--- config.mk ---
export PLATFORM = sky130hd
export DESIGN_NAME = sahu_top
export DESIGN_NICKNAME = d
export VERILOG_FILES = /design/src/hw/sahu_pkg.sv /design/src/hw/sahu_top.sv
export SDC_FILE = /design/constraint.sdc
export NUM_CORES = 1
export LEC_CHECK = 0
export BUFFER_PORTS_ARGS = -buffer_cell sky130_fd_sc_hd__buf_2
export CAP_MARGIN = 40
export CORE_MARGIN = 2
export CORE_UTILIZATION = 40
export CTS_CLUSTER_DIAMETER = 100
export DETAILED_ROUTE_END_ITERATION = 10
export PLACE_DENSITY = 0.6
export SYNTH_ARGS = -nofsm -noshare
export SYNTH_HDL_FRONTEND = slang
export SYNTH_SLANG_ARGS = --single-unit
--- constraint.sdc ---
create_clock -name I_CLOCK -period 4.3 [get_ports I_CLOCK]
set_input_delay 0.43 -clock I_CLOCK [delete_from_list [all_inputs] [get_ports I_CLOCK]]
set_output_delay 0.43 -clock I_CLOCK [all_outputs]
set_load 0.05 [all_outputs]
--- src/hw/sahu_pkg.sv ---
package sahu_pkg;
  // register word offsets on the avalon slave
  localparam logic [3:0]  OFF_CTRL     = 4'h0;  // bit0 protected mode, bit1 paging, bit2 interrupt enable
  localparam logic [3:0]  OFF_STATUS   = 4'h1;  // mode / halt / shutdown / operand size / lock bits
  localparam logic [3:0]  OFF_IDTLIM   = 4'h2;  // interrupt table limit, 16 bits
  localparam logic [3:0]  OFF_SEGBASE  = 4'h3;  // protected base loaded from descriptor
  localparam logic [3:0]  OFF_ACCESS   = 4'h4;  // descriptor access byte
  localparam logic [3:0]  OFF_SELECTOR = 4'h5;  // current code selector
  localparam logic [3:0]  OFF_LEVELS   = 4'h6;  // privilege levels, read only
  localparam logic [3:0]  OFF_DTBASE   = 4'h7;  // descriptor table linear base
  localparam logic [3:0]  OFF_DTADDR   = 4'h8;  // computed descriptor entry address, read only
  localparam logic [3:0]  OFF_CMD      = 4'h9;  // write 1s: bit0 halt_instruction, bit1 release lock
  localparam int          CTRL_PE      = 0;
  localparam int          CTRL_PG      = 1;
  localparam int          CTRL_IF      = 2;
  localparam int          ST_HALT      = 0;
  localparam int          ST_SHUT      = 1;
  localparam int          ST_PE        = 2;
  localparam int          ST_OPSZ32    = 3;
  localparam int          ST_LOCKED    = 4;
  localparam int          SEG_SHIFT    = 4;      // real mode segment shift
  localparam logic [15:0] SEG_LAST     = 16'hFFFF; // 64-Kb segment, last offset
  localparam logic [19:0] VEC_TOP      = 20'h0_03FF;
  localparam logic [15:0] NMI_LIM_MIN  = 16'h000F;
  localparam logic [15:0] NMI_SP_MIN   = 16'h0005;
  localparam logic [7:0]  FAULT_UD     = 8'h06;
  localparam logic [7:0]  FAULT_DF     = 8'h08;
  localparam logic [7:0]  FAULT_GP     = 8'h0D;
  localparam logic [7:0]  VEC_NMI      = 8'h02;
  localparam logic [15:0] IDTLIM_RST   = 16'h03FF;
  localparam int          ENTRY_SHIFT  = 3;      // 8-byte descriptor entries
  localparam logic [15:0] RST_CS       = 16'hF000;
  localparam logic [31:0] RST_IP       = 32'h0000_FFF0;

  // lock legality classes of the decoded instruction
  typedef enum logic [2:0] {
    SAHU_LK_OTHER, SAHU_LK_BITTEST, SAHU_LK_XCHG, SAHU_LK_ALU, SAHU_LK_UNARY
  } sahu_lkcls_t;

  // one address request from the execution unit
  typedef struct packed {
    logic        valid;
    logic        fetch;     // instruction fetch rather than data
    logic        stack;     // stack push/call/int reference
    logic [15:0] segment;
    logic [31:0] offset;
    logic [2:0]  size_m1;   // operand bytes minus one
  } sahu_req_t;

  // decoded instruction attributes
  typedef struct packed {
    logic        valid;
    logic        lock_prefix;
    logic        mem_dest;
    logic        rep_string;
    logic        size_ovr;
    logic        halt_instruction;
    sahu_lkcls_t lkcls;
  } sahu_dec_t;

  typedef struct packed {
    logic        valid;
    logic [7:0]  vector;
  } sahu_fault_t;
endpackage : sahu_pkg

--- src/hw/sahu_top.sv ---
// Decided for this implementation: the register offsets and the Avalon-MM slave port.
`timescale 1ns/1ps
module sahu_top (
  input  wire logic                I_CLOCK,
  input  wire logic                I_RST_B,
  input  wire logic [3:0]          I_AVS_ADDRESS,
  input  wire logic                I_AVS_READ,
  input  wire logic                I_AVS_WRITE,
  input  wire logic [31:0]         I_AVS_WRITEDATA,
  input  wire logic [3:0]          I_AVS_BYTEENABLE,
  output logic      [31:0]         O_AVS_READDATA,
  output logic                     O_AVS_WAITREQUEST,
  input  wire sahu_pkg::sahu_req_t I_REQ,
  input  wire sahu_pkg::sahu_dec_t I_DEC,
  input  wire logic [31:0]         I_PAGED_ADDR,
  input  wire logic                I_NMI,
  input  wire logic                I_OUTPUT_FLOAT_REQUEST,
  input  wire logic                I_MASKABLE_INTERRUPT_REQUEST,
  input  wire logic                I_INT_VALID,
  input  wire logic [7:0]          I_INT_VECTOR,
  input  wire logic [15:0]         I_STACK_POINTER,
  input  wire logic [31:0]         I_NEXT_INSTRUCTION_POINTER,
  output logic      [31:0]         O_PHYS_ADDR,
  output logic                     O_PHYS_VALID,
  output logic                     O_BUS_ENABLE,
  output logic                     O_BUS_LOCK,
  output logic                     O_OPSZ32,
  output sahu_pkg::sahu_fault_t    O_FAULT,
  output logic [19:0]              O_VECTOR_ADDR,
  output logic                     O_HALTED,
  output logic                     O_SHUTDOWN,
  output logic [31:0]              O_SAVED_INSTRUCTION_POINTER,
  output logic [15:0]              O_SAVED_CODE_SEGMENT
);
  import sahu_pkg::*;

  logic [2:0]  ctrl;
  logic [15:0] idt_limit;
  logic [31:0] seg_base;
  logic [7:0]  access_byte;
  logic [15:0] code_selector;
  logic [31:0] dt_base;
  logic        halted;
  logic        shutdown;
  logic        locked;
  logic        cmd_halt;
  logic        cmd_unlock;
  logic [1:0]  requestor_level;
  logic [1:0]  descriptor_level;
  logic [1:0]  current_level;
  logic [1:0]  effective_level;
  logic [12:0] dt_index;
  logic [31:0] dt_entry_addr;
  logic        pe;
  logic [19:0] real_addr;
  logic [32:0] last_byte;
  logic        real_overrun;
  logic        stack_wrap_odd;
  logic [31:0] prot_linear;
  logic        lock_legal;
  logic        lock_fault;
  logic [15:0] vec_hi;
  logic        vec_beyond;
  logic        gp_beyond;
  logic        wake_halt;
  logic        nmi_exit_ok;
  logic        wr_hit;
  logic [31:0] next_rdata;

  // mode bit and the accepted-write strobe shared by all register writes
  assign pe = ctrl[CTRL_PE];
  assign wr_hit = I_AVS_WRITE && !O_AVS_WAITREQUEST;

  // privilege level derivations and descriptor table indexing
  assign requestor_level  = code_selector[1:0];
  assign descriptor_level = access_byte[6:5];
  assign current_level    = code_selector[1:0];
  assign effective_level  = (requestor_level > descriptor_level) ? requestor_level : descriptor_level;
  assign dt_index         = code_selector[15:3];
  assign dt_entry_addr    = dt_base + {16'h0000, dt_index, 3'b000};

  // real mode address: segment << 4 plus offset, wraps in 20 bits
  assign real_addr = 20'({I_REQ.segment, 4'h0}) + 20'(I_REQ.offset[15:0]);
  assign last_byte = {1'b0, I_REQ.offset} + {30'h0, I_REQ.size_m1};
  // any byte past offset FFFFH is outside the 64-Kb segment
  assign real_overrun = (last_byte > {17'h0_0000, SEG_LAST});
  // odd stack pointer wrapping below zero on a push
  assign stack_wrap_odd = I_REQ.stack && I_STACK_POINTER[0] && (I_STACK_POINTER < 16'h0002);
  assign prot_linear = seg_base + I_REQ.offset;

  // lock legality, deliberately blind to current_level and io level
  always_comb begin
    case (I_DEC.lkcls)
      SAHU_LK_XCHG:    lock_legal = 1'b1;
      SAHU_LK_BITTEST,
      SAHU_LK_ALU,
      SAHU_LK_UNARY:   lock_legal = I_DEC.mem_dest;
      default:         lock_legal = 1'b0;
    endcase
  end
  assign lock_fault = I_DEC.valid && I_DEC.lock_prefix && (!lock_legal || I_DEC.rep_string);

  // real vector fetch needs 4 bytes inside the table limit
  assign vec_hi     = {6'h00, I_INT_VECTOR, 2'b11};
  assign vec_beyond = vec_hi > idt_limit;
  // an overrun raises vector 13, so shutdown depends on that entry, not on the pending interrupt
  assign gp_beyond  = {6'h00, FAULT_GP, 2'b11} > idt_limit;
  assign nmi_exit_ok = (idt_limit >= NMI_LIM_MIN) && (I_STACK_POINTER > NMI_SP_MIN);
  assign wake_halt = I_NMI || I_OUTPUT_FLOAT_REQUEST ||
                     (I_MASKABLE_INTERRUPT_REQUEST && ctrl[CTRL_IF]);

  // avalon slave: waitrequest idles high and drops for one cycle to accept a read or a write;
  // every access costs two cycles, traded for a pin that comes straight from a flop
  // and a read word that is already registered when the master takes it
  always_ff @(posedge I_CLOCK or negedge I_RST_B) begin
    if (!I_RST_B) begin
      O_AVS_WAITREQUEST <= 1'b1;
    end else begin
      O_AVS_WAITREQUEST <= !(O_AVS_WAITREQUEST && (I_AVS_READ || I_AVS_WRITE));
    end
  end

  // control register; protected mode off after reset
  always_ff @(posedge I_CLOCK or negedge I_RST_B) begin
    if (!I_RST_B) begin
      ctrl <= 3'b000;
    end else if (wr_hit && I_AVS_ADDRESS == OFF_CTRL && I_AVS_BYTEENABLE[0]) begin
      ctrl <= I_AVS_WRITEDATA[2:0];
    end
  end

  // table limit, descriptor base and access, selector, table base
  always_ff @(posedge I_CLOCK or negedge I_RST_B) begin
    if (!I_RST_B) begin
      idt_limit     <= IDTLIM_RST;
      seg_base      <= 32'h0000_0000;
      access_byte   <= 8'h00;
      code_selector <= RST_CS;
      dt_base       <= 32'h0000_0000;
    end else if (wr_hit) begin
      case (I_AVS_ADDRESS)
        OFF_IDTLIM:   idt_limit     <= I_AVS_WRITEDATA[15:0];
        OFF_SEGBASE:  seg_base      <= I_AVS_WRITEDATA;
        OFF_ACCESS:   access_byte   <= I_AVS_WRITEDATA[7:0];
        OFF_SELECTOR: code_selector <= I_AVS_WRITEDATA[15:0];
        OFF_DTBASE:   dt_base       <= I_AVS_WRITEDATA;
        default:      ;
      endcase
    end
  end

  // command strobes, one cycle long, only on an accepted write
  assign cmd_halt   = wr_hit && I_AVS_ADDRESS == OFF_CMD && I_AVS_WRITEDATA[0];
  assign cmd_unlock = wr_hit && I_AVS_ADDRESS == OFF_CMD && I_AVS_WRITEDATA[1];

  // halt state; a wake event wins over a halt issued the same cycle
  always_ff @(posedge I_CLOCK or negedge I_RST_B) begin
    if (!I_RST_B) begin
      halted <= 1'b0;
    end else if (wake_halt) begin
      halted <= 1'b0;
    end else if (cmd_halt || (I_DEC.valid && I_DEC.halt_instruction)) begin
      halted <= 1'b1;
    end
  end

  // shutdown: only nmi with room, or reset, gets out
  always_ff @(posedge I_CLOCK or negedge I_RST_B) begin
    if (!I_RST_B) begin
      shutdown <= 1'b0;
    end else if (!pe && ((I_INT_VALID && vec_beyond) ||
                         (I_REQ.valid && real_overrun && gp_beyond) ||
                         (I_REQ.valid && stack_wrap_odd))) begin
      shutdown <= 1'b1;
    end else if (I_NMI && nmi_exit_ok) begin
      shutdown <= 1'b0;
    end
  end

  // bus lock held across a permitted locked read-modify-write
  always_ff @(posedge I_CLOCK or negedge I_RST_B) begin
    if (!I_RST_B) begin
      locked <= 1'b0;
    end else if (I_DEC.valid && I_DEC.lock_prefix && !lock_fault) begin
      locked <= 1'b1;
    end else if (cmd_unlock) begin
      locked <= 1'b0;
    end
  end

  // address valid; bus cycles suppressed while halted or shut down, and on a real overrun
  always_ff @(posedge I_CLOCK or negedge I_RST_B) begin
    if (!I_RST_B) begin
      O_PHYS_VALID <= 1'b0;
    end else begin
      O_PHYS_VALID <= I_REQ.valid && !halted && !shutdown && !(!pe && real_overrun);
    end
  end

  // address output, picked by mode and paging; only meaningful while valid is high
  always_ff @(posedge I_CLOCK or negedge I_RST_B) begin
    if (!I_RST_B) begin
      O_PHYS_ADDR <= 32'h0000_0000;
    end else begin
      if (!pe) begin
        O_PHYS_ADDR <= {12'h000, real_addr};
      end else if (ctrl[CTRL_PG]) begin
        O_PHYS_ADDR <= {8'h00, I_PAGED_ADDR[23:0]};
      end else begin
        O_PHYS_ADDR <= {8'h00, prot_linear[23:0]};
      end
    end
  end

  // fault reporting; real mode only ever raises 6, 8 or 13
  always_ff @(posedge I_CLOCK or negedge I_RST_B) begin
    if (!I_RST_B) begin
      O_FAULT <= '0;
    end else if (lock_fault) begin
      O_FAULT <= '{valid: 1'b1, vector: FAULT_UD};
    end else if (!pe && I_REQ.valid && real_overrun) begin
      O_FAULT <= '{valid: 1'b1, vector: FAULT_GP};
    end else if (!pe && I_INT_VALID && vec_beyond) begin
      O_FAULT <= '{valid: 1'b1, vector: FAULT_DF};
    end else begin
      O_FAULT <= '0;
    end
  end

  // real mode vector address, clipped into the reserved low table
  always_ff @(posedge I_CLOCK or negedge I_RST_B) begin
    if (!I_RST_B) begin
      O_VECTOR_ADDR <= 20'h0_0000;
    end else if (I_INT_VALID) begin
      O_VECTOR_ADDR <= {10'h000, I_INT_VECTOR, 2'b00} & VEC_TOP;
    end
  end

  // return pointer saved when nmi, a float request or an enabled interrupt wakes the halted core
  always_ff @(posedge I_CLOCK or negedge I_RST_B) begin
    if (!I_RST_B) begin
      O_SAVED_INSTRUCTION_POINTER <= RST_IP;
      O_SAVED_CODE_SEGMENT        <= RST_CS;
    end else if (halted && wake_halt) begin
      O_SAVED_INSTRUCTION_POINTER <= I_NEXT_INSTRUCTION_POINTER;
      O_SAVED_CODE_SEGMENT        <= code_selector;
    end
  end

  // bus enable drops while halted or shut down, so no local cycle starts then
  always_ff @(posedge I_CLOCK or negedge I_RST_B) begin
    if (!I_RST_B) begin
      O_BUS_ENABLE <= 1'b0;
    end else begin
      O_BUS_ENABLE <= !halted && !shutdown;
    end
  end

  // lock pin follows the internal lock one cycle later
  always_ff @(posedge I_CLOCK or negedge I_RST_B) begin
    if (!I_RST_B) begin
      O_BUS_LOCK <= 1'b0;
    end else begin
      O_BUS_LOCK <= locked;
    end
  end

  // operand size: in real mode only a prefix widens it; protected mode is shown as wide
  always_ff @(posedge I_CLOCK or negedge I_RST_B) begin
    if (!I_RST_B) begin
      O_OPSZ32 <= 1'b0;
    end else begin
      O_OPSZ32 <= pe ? 1'b1 : (I_DEC.valid && I_DEC.size_ovr);
    end
  end

  // halt flag shown one cycle after the internal state
  always_ff @(posedge I_CLOCK or negedge I_RST_B) begin
    if (!I_RST_B) begin
      O_HALTED <= 1'b0;
    end else begin
      O_HALTED <= halted;
    end
  end

  // shutdown flag shown one cycle after the internal state
  always_ff @(posedge I_CLOCK or negedge I_RST_B) begin
    if (!I_RST_B) begin
      O_SHUTDOWN <= 1'b0;
    end else begin
      O_SHUTDOWN <= shutdown;
    end
  end

  // read mux
  always_comb begin
    next_rdata = 32'h0000_0000;
    case (I_AVS_ADDRESS)
      OFF_CTRL:     next_rdata = {29'h0, ctrl};
      OFF_STATUS:   next_rdata = {27'h0, locked, O_OPSZ32, pe, shutdown, halted};
      OFF_IDTLIM:   next_rdata = {16'h0000, idt_limit};
      OFF_SEGBASE:  next_rdata = seg_base;
      OFF_ACCESS:   next_rdata = {24'h00_0000, access_byte};
      OFF_SELECTOR: next_rdata = {16'h0000, code_selector};
      OFF_LEVELS:   next_rdata = {24'h00_0000, effective_level, current_level, descriptor_level, requestor_level};
      OFF_DTBASE:   next_rdata = dt_base;
      OFF_DTADDR:   next_rdata = dt_entry_addr;
      default:      next_rdata = 32'h0000_0000;
    endcase
  end

  // read data captured in the wait cycle, so it already stands at the edge where waitrequest is low
  always_ff @(posedge I_CLOCK or negedge I_RST_B) begin
    if (!I_RST_B) begin
      O_AVS_READDATA <= 32'h0000_0000;
    end else if (I_AVS_READ && O_AVS_WAITREQUEST) begin
      O_AVS_READDATA <= next_rdata;
    end
  end
endmodule : sahu_top
==> results of run 1 <==
-- placed cells by master (no fill, tap or decap), types with 6 or more instances in the layout --
master and n:
buf_2 309, nand3_1 36, nor2_1 69, mux2_1 14, xor2_1 17, o21ai_0 51
a222oi_1 7, a22o_1 14, o21ai_1 19, ha_1 62, xnor2_1 23, clkbuf_16 27
a21o_1 15, nor4_1 12, o31ai_1 6, a211o_1 7, nand2_1 95, dfstp_2 31
a211oi_1 9, inv_1 38, and3_1 8, a21oi_1 71, mux2i_1 12, nand4_1 12
mux2_2 146, a31oi_1 16, nor2b_1 10, o311ai_1 6, conb_1 24, or3_1 8
buf_4 19, dfrtp_1 203, o211ai_1 17, nor3_1 34, o21a_1 9, nand2b_1 16
a22oi_1 26
-- flip-flops by register name, summed over array words and instances, names as in the netlist --
name and cells:
O_PHYS_ADDR 24, ctrl 3, dt_base 32, O_FAULT 5
halted 1, O_HALTED 1, O_SAVED_INSTRUCTION_POINTER 32, O_AVS_READDATA 32
O_BUS_LOCK 1, O_OPSZ32 1, O_AVS_WAITREQUEST 1, shutdown 1
O_SAVED_CODE_SEGMENT 16, O_BUS_ENABLE 1, idt_limit 16, access_byte 8
seg_base 32, O_SHUTDOWN 1, locked 1, O_PHYS_VALID 1
code_selector 16, O_VECTOR_ADDR 8
-- worst register-to-register path: cells and delay by family, from the launching register on --
family | cells | cell delay (ns)
AND/OR/NAND/NOR | 2 | 0.20
flip-flops | 1 | 0.41
XOR/XNOR | 1 | 0.14
AO/OA/AOI/OAI | 5 | 1.55
adder cells (fa/ha/maj) | 2 | 0.70
-- worst min path at each step --
stage,depth (start not counted),slack [ns],end
2_1_floorplan,0,0.13,O_AVS_READDATA[0]
3_3_place_gp,2,0.46,O_SAVED_CODE_SEGMENT[1]
3_5_place_dp,2,0.47,O_AVS_READDATA[8]
4_1_cts,3,0.08,O_OPSZ32
5_1_grt,2,0.09,O_SAVED_INSTRUCTION_POINTER[28]
6_report,3,0.1,O_OPSZ32
-- per-layer routing --
layer	vias up	GRT usage [%]
li1	5323	-
met4	4	7.34
met3	75	4.98
met2	441	37.3
met5	-	0
met1	5459	31.2
-- final cells by class --
| cell class | instances | share of cell area, % |
|---|---|---|
| multi-input cells | 946 | 42.7 |
| flip-flops and latches | 234 | 36.0 |
| repair buffers | 336 | 11.2 |
| clock buffers | 33 | 4.51 |
| well taps | 442 | 3.38 |
| clock inverters | 17 | 1.28 |
| inverters | 39 | 0.894 |
| diodes | 3 | 0.0458 |
-- Yosys cell counts, types with 7 or more instances --
| master | n |
|---|---|
| a211o_1 | 7 |
| a211oi_1 | 9 |
| a21o_1 | 15 |
| a21oi_1 | 71 |
| a222oi_1 | 7 |
| a22o_1 | 14 |
| a22oi_1 | 26 |
| a31oi_1 | 16 |
| and3_1 | 8 |
| buf_1 | 10 |
| buf_4 | 24 |
| clkbuf_1 | 32 |
| dfrtp_1 | 203 |
| dfstp_2 | 31 |
| ha_1 | 62 |
| inv_1 | 38 |
| mux2_1 | 14 |
| mux2_2 | 146 |
| mux2i_1 | 12 |
| nand2_1 | 96 |
| nand2b_1 | 16 |
| nand3_1 | 36 |
| nand4_1 | 12 |
| nor2_1 | 69 |
| nor2b_1 | 10 |
| nor3_1 | 36 |
| nor4_1 | 12 |
| o211ai_1 | 17 |
| o21a_1 | 9 |
| o21ai_0 | 51 |
| o21ai_1 | 19 |
| or3_1 | 8 |
| xnor2_1 | 23 |
| xor2_1 | 17 |
-- per-stage QoR --
step,power [mW],setup WS (ns)
2_1_floorplan,5.41,1.52
3_3_place_gp,6.26,0.956
3_5_place_dp,6.32,0.904
4_1_cts,8.79,1.18
5_1_grt,9.17,0.983
6_report,8.73,1.17
-- where the power goes --
part           switching, mW  internal, mW  total, mW
registers              0.374          2.75       3.12
clock network          0.974          1.47       2.44
logic                   2.12          1.04       3.17
-- cell families after synthesis --
kind of cell | Yosys count
AND/OR/NAND/NOR | 323
flip-flops | 234
multiplexers | 174
adder cells (fa/ha/maj) | 66
XOR/XNOR | 40
buffers and inverters | 107
AO/OA/AOI/OAI | 319
other | 1
-- what timing repair did --
item                      in CTS  in global routing
hold buffers                   1                  0
hold endpoints to repair       1                  0
buffers inserted               0                  0
==> results, run 1 <==
- In this run, post-CTS repair resized a total of 0 instances.
- Clock-pin slew was measured on the worst setup and hold paths at 0.06 ns.
- The register area share after synthesis is about 44%.
- Summing the areas of all and, or, nand and nor instances in the mapped netlist gives about an eighth of the synthesized area.
- The capturing instance or port of the critical path is O_AVS_READDATA[23].
- The maximum level of the CTS H-tree is 1.
- The count of clock tree sinks is between 200 and 250.
- Before antenna repair, the detailed router went through 5 iterations.
- The reg-to-reg critical path endpoint is O_AVS_READDATA[23].
- Power spread over the standard cell area amounts to 533 mW/mm^2.
- Summed over all instances, the cell type with the most area after synthesis is dfrtp_1.
- The TritonCTS clock tree is done.
- For this run, the post-layout net count is 1849.
- The number of cells traversed by the worst register-to-register path is 10.
- In the final routed layout, each cell accounts on average for slightly below 20 um.
- In the synthesized netlist the dominant register cell turns out to be dfrtp_1.
- The final weighted congestion in routability-driven placement is roughly 0.86.
- The gate family responsible for the most delay along the worst path is compound AO/OA/AOI/OAI gates.
- Entering global routing, the biggest net connects approximately 120 pins.
- The insertion delay to the later sink of the worst-skew pair is 0.55 ns.
- The die outline area is around 0.035 mm^2.
- The quantity of I/O buffers inserted on ports is 310.
- The slew at the pin closest to its max-slew limit is 0.975 ns.
- The sequential standard cell area is 0.00589 mm^2.
- The final global-route overflow total is 0.
- The sort of element at the start of the critical path is a flop.
- The worst hold-check path type is input port to flop.
- After synthesis, the cell types taking the most area are dfrtp_1 38%, mux2_2 12%, dfstp_2 6.1%.
- The initialized floorplan defines 66 standard-cell rows.
- The number of global-route vias before repair is 11100.
- Averaged over all synthesized cells, the footprint is 10.5 um^2.
- The fraction of synthesized cell area taken by the top area cell type is 38.2%.
- The first global-routing pass estimated 62300 um of wire.
- The count of pins over their slew limit was 0.
- In this run the most critical hold path is launched from I_DEC[4].
- The run finished with clean final reports.
- Global routing consumed, over all layers together, 23.2% of the routing resources.
- Synthesis inferred 234 register bits.
- The count of nets left with antenna violations once routing finished came out at 0.
- After routing the design area is 0.0164 mm^2.
- The arrival time of data at the critical path endpoint is 3.54 ns.
- The multi-input gate area in the final layout is 0.00700 mm^2.
- The biggest cell delay along the critical path is 0.50 ns.
- The buffer depth of the longest clock path is 3.
- The number of vias in the routed layout is 11300.
- Counting the buffers created by CTS gives 27.
- The detailed route wirelength on metal2 is 18500 um.
- For this configuration, the core starts out at a cell density of 40.7%.
- The synthesized-area fraction occupied by xor and xnor cells is approximately 2.6%.
- Counting every instance in the synthesized netlist gives around 1300.
- By startpoint and endpoint, the worst setup path is classified as flop to flop.
- The number of cells on the critical path is 10.
- The initial antenna violation count is 6.
- The beginning of the worst register-to-register path is code_selector[3].
- For this run, the share of the core covered by cells in the final layout is 50.2%.
- The count of cell types in the netlist is 76.
- After synthesis, the largest family of logic cells by area is compound AO/OA/AOI/OAI gates.
- The worst-path cell with the longest stage delay is o31ai_1.
- During I/O placement, the number of pins put on the boundary was 347.
- The compound-cell area share of the yosys netlist is 16.4%.
- After detailed routing, the number of remaining DRC violations is 0.
- The number of synthesized flops with an enable pin is 0.
- The number of cells in the design after placement is 1996.
- In this run the cell area of the synthesized design comes to between 0.01 and 0.015 mm^2.
- The smallest hold slack is 0.0981 ns.
- The critical path required time is roughly 4.7 ns.
- The share of the clock period used by the worst path is 72.7%.
- The worst setup skew after layout is 0.0174 ns.
- The synthesis-to-layout area growth is 23.2%.
- The kind of end point of the critical path is a flop.
- The highest ir drop seen on vdd is 443 uV.
- The worst pin sits at a relative slew slack of 34.8%.
- In this run the worst path has a maximum fanout of 5.
- For this run, the number of Yosys warnings is 0.
- The leakage component of the power is around 7.7 nW.
- The timing startpoint of the critical path is code_selector[3].
- The die extent in y is 186 um.
- The met3 wirelength from detailed routing is just over 3000 um.
- The max-capacitance violation count is 0.
- Once detailed placement completed, the half-perimeter wirelength came to between 30000 and 40000 um.
- The final layout contains routed wiring with a total length of 40300 um.
- The internal reg-to-reg setup slack is 1.17 ns.
- The final count of negative-setup-slack endpoints is 0.
- In the synthesized netlist, mux cells make up roughly 15% of the area.
- The arithmetic-cell share of the synthesized area counting full adders, half adders and majority gates is 6.44%.
- After synthesis, the share of flip-flops with an asynchronous set or reset is 100%.
- The count of buffering cells on the critical path with inverters included is 0.
- The core region is about 0.033 mm^2.
- Once layout is complete, the cells apart from fillers number 2050.
- The number of hold violations in the final report is 0.
- The cell sitting at the root of the clock tree is a clkbuf_16.
- Setup total negative slack on the finished layout was measured at 0 ns.
- The time the final worst path needs with I/O delays and setup is roughly 3.1 ns.
- The achievable frequency is 0.320 GHz.
- Walking the worst path, the cells encountered are ha_1 > fa_1 > a211oi_1 > nor4_1 > o31ai_1 > a21bo_2 > nor2_1 > xor2_1 > a222oi_1 > o21ai_1.
- The highest metal layer with signal wires is met5.
- Measured along the x axis, the die boundary spans 186 um.
- The detailed-routing wirelength on met1 is 17500 um.
- The via density per instance is 5.51.
- The detailed router finished its first iteration with 657 violations.
- Setup repair after global routing left no endpoint under its margin.
- The post-route netlist has 36.0% of its cells at a drive strength greater than 1.
- The standard cell area after detailed placement is 0.0154 mm^2.
- The filler cells instantiated in the layout total about 3000.
(Power assumes the default switching activity.)
==> inputs of run 2 (changes only) <==
--- a/config.mk
+++ b/config.mk
@@ -11,7 +11,7 @@
 export CORE_UTILIZATION = 40
 export CTS_CLUSTER_DIAMETER = 100
 export DETAILED_ROUTE_END_ITERATION = 10
-export PLACE_DENSITY = 0.6
+export PLACE_DENSITY = 0.63
 export SYNTH_ARGS = -nofsm -noshare
 export SYNTH_HDL_FRONTEND = slang
 export SYNTH_SLANG_ARGS = --single-unit
==> constraint.sdc (replaced) <==
create_clock -name I_CLOCK -period 2.8 [get_ports I_CLOCK]
set_input_delay 0.28 -clock I_CLOCK [delete_from_list [all_inputs] [get_ports I_CLOCK]]
set_output_delay 0.28 -clock I_CLOCK [all_outputs]
set_load 0.05 [all_outputs]
==> run 2 against run 1 <==
  * Via count rose by 5.6%
  * Flip-flop and latch count did not move
  * Sequential power rose by 54%
  * Clock power rose by 60%
  * First-iteration DRC count rose by 20%
  * Critical path type unchanged
==> results, run 2 (synthesis results as in run 1) <==
- The multi-input gate area in the final layout is 0.00712 mm^2 (+1.7%).
- The critical path required time was 3.22 ns (-1.50 ns).
- The maximum fanout encountered on the critical timing path is 3 (-2).
- The summed negative setup slack over all endpoints is 0 ns (unchanged).
- The quantity of I/O buffers inserted on ports came to 310 (unchanged).
- The final count of negative-setup-slack endpoints is 0 (unchanged).
- The headroom to the max-slew limit is 40.6% (+5.8 points).
- The die outline area is 0.0347 mm^2 (unchanged).
- The final weighted congestion in routability-driven placement came to 0.920 (+6.7%).
- The standard cell area after detailed placement came to 0.0158 mm^2 (+2.3%).
- The count of clock tree sinks is 234 (unchanged).
- The insertion delay to the later sink of the worst-skew pair is 0.56 ns (about the same).
- The sequential standard cell area is 0.00590 mm^2 (about the same).
- The half-perimeter wire length of the detailed placement result is 31100 um (+1.1%).
- The arrival time of data at the critical path endpoint came to 3.16 ns (-0.38 ns).
- The smallest hold slack is 0.0191 ns (-0.0789 ns).
- The root buffer cell is clkbuf_16.
- The via density per instance is 5.49 (-0.47%).
- The final global-route overflow total is 0 (unchanged).
- The initial antenna violation count is 6 (unchanged).
- The filler cell count is 2923 (-5.0%).
- The largest net degree at the start of global routing is 77 (-37%).
- The die extent in y is 186 um (unchanged).
- The I/O pin total was 347 (unchanged).
- The number of global-route vias before repair is 11900 (+7.5%).
- The TritonCTS clock tree is done.
- The achievable frequency is 0.366 GHz (+14%).
- The CTS buffer count is 27 (unchanged).
- The count of pins over their slew limit is 0 (unchanged).
- The horizontal die dimension is 186 um (unchanged).
- The final non-filler cell area is 0.0176 mm^2 (+7.5%).
- The number of nets with antenna violations after routing is 0 (unchanged).
- The routed wirelength normalized by instance count came to 19.4 um (-1.4%).
- Setup repair after global routing could not meet its margin everywhere.
- The leakage component of the power is 8.31 nW (+7.3%).
- The detailed-route DRC error count is 0 (unchanged).
- The max-capacitance violation count is 0 (unchanged).
- The worst hold path belongs to the class input port to flop.
- The top cell types in the final layout, fill and taps aside, are 309 x buf_2, 202 x dfrtp_1, 146 x mux2_2, 95 x nand2_1, 78 x buf_4.
- The time the final worst path needs with I/O delays and setup came to 2.73 ns (-0.393 ns).
- The highest ir drop seen on vdd is 728 uV (+64%).
- The starting DRC count in detailed routing is 787 (+20%).
- The total core area is 0.0326 mm^2 (unchanged).
- The number of hold violations in the final report is 0 (unchanged).
- The buffer depth of the longest clock path is 3 (unchanged).
- The number of vias in the routed layout is 11900 (+5.6%).
- The setup path with the least slack is of type flop to flop.
- The number of cells in the design after placement came to 2048 (+2.6%).
- The global-route wire length before repair is 64800 um (+4.0%).
- The slew at the pin closest to its max-slew limit is 0.883 ns (-0.0919 ns).
- The synthesis-to-layout area growth is 32.5%.
- The fraction of final layout cells sized beyond drive strength 1 is 37.3% (+1.4 points).
- The routed wire length is 42200 um (+4.6%).
- The power per cell area is 793 mW/mm^2 (+49%).
- The filler-free cell count of the finished design is 2176 (+6.1%).
- The share of the clock period used by the worst path was 97.6% (+25 points).
- The kind of end point of the critical path is a flop.
- The library cell used most frequently in the layout, excluding fill and tap cells, is buf_2.
- The sort of element at the start of the critical path is a flop.
- The number of standard-cell rows in the floorplan is 66 (unchanged).
- The worst setup skew after layout was 0.0294 ns (+0.0120 ns).
- The maximum level of the CTS H-tree came to 1 (unchanged).
- The post-layout net count is 1974 (+6.8%).
- The run finished with clean final reports.
- The final total power is 14.0 mW (+60%).
- The clock-pin slew reported for the worst setup and hold paths after clock tree synthesis is 0.06 ns (about the same).
- The global-route total usage across every layer is 23.9% (+0.78 points).
- The number of optimization iterations in the first detailed-route pass is 6 (+1).
- The starting density of the core is 40.7% (unchanged).
## run 2: cell count changes in the layout (fill, tap and decap cells not counted), moves of 3 or more
cell,change
dlygate4sd3_1,+69
buf_4,+59
clkbuf_1,+4
ha_1,-4
ha_4,+3
## run 2: what timing repair did
action	CTS	global route
hold buffers	70	0
setup endpoints to repair	7	15
pin swaps	2	14
setup buffers	1	3
resized for setup	2	21
endpoints found under the hold margin	141	0
## run 2: report_power, final
part / total [mW] / internal, mW / switching [mW]
combinational: 5.26 / 1.88 / 3.39
clock: 3.90 / 2.40 / 1.50
sequential: 4.80 / 4.22 / 0.580
## run 2: per-layer routing
layer	vias to the layer above	wire (um)	GRT usage, %
li1	5570	-	-
met1	5816	17900	31.7
met2	468	19800	39.6
met3	82	3120	4.93
met4	4	1300	7.28
met5	-	26	0
## run 2: final timing paths
path | slack (ns) | start | cells after the start | endpoint
setup / recovery | 0.07 | seg_base[7] | 8 | O_PHYS_ADDR[20]
hold / removal | 0.02 | I_AVS_WRITEDATA[10] | 2 | code_selector[10]
setup reg to reg | 0.07 | seg_base[7] | 8 | O_PHYS_ADDR[20]
hold reg to reg | 0.48 | O_AVS_READDATA[7] | 2 | O_AVS_READDATA[7]
max in group asynchronous | 1.66 | I_RST_B | 3 | O_AVS_WAITREQUEST
min in group asynchronous | 0.28 | I_RST_B | 2 | O_FAULT[1]
## run 2: layout make-up
class / instances / share of cell area (%)
inverter: 39 / 0.832
timing repair buffer: 461 / 16.5
clock buffer: 35 / 4.12
tap: 442 / 3.14
multi-input combinational: 946 / 40.4
clock inverter: 15 / 1.44
antenna: 4 / 0.0569
sequential: 234 / 33.5
## run 2: critical path: stages (launching register included)
cell      delay [ns]
dfrtp_2         0.45
ha_1            0.30
a2111o_1        0.44
o211ai_1        0.34
a21oi_2         0.13
or4_4           0.47
a31oi_4         0.20
mux2i_1         0.20
nand2_1         0.06
## run 2: per-stage QoR
| step | util (%) | setup slack [ns] |
|---|---|---|
| 2_1_floorplan | - | 0.161 |
| 3_3_place_gp | 48.3 | -0.145 |
| 3_5_place_dp | 48.3 | -0.162 |
| 4_1_cts | 53.5 | 0.00889 |
| 5_1_grt | 54.0 | -0.0599 |
| 6_report | 54.0 | 0.0663 |
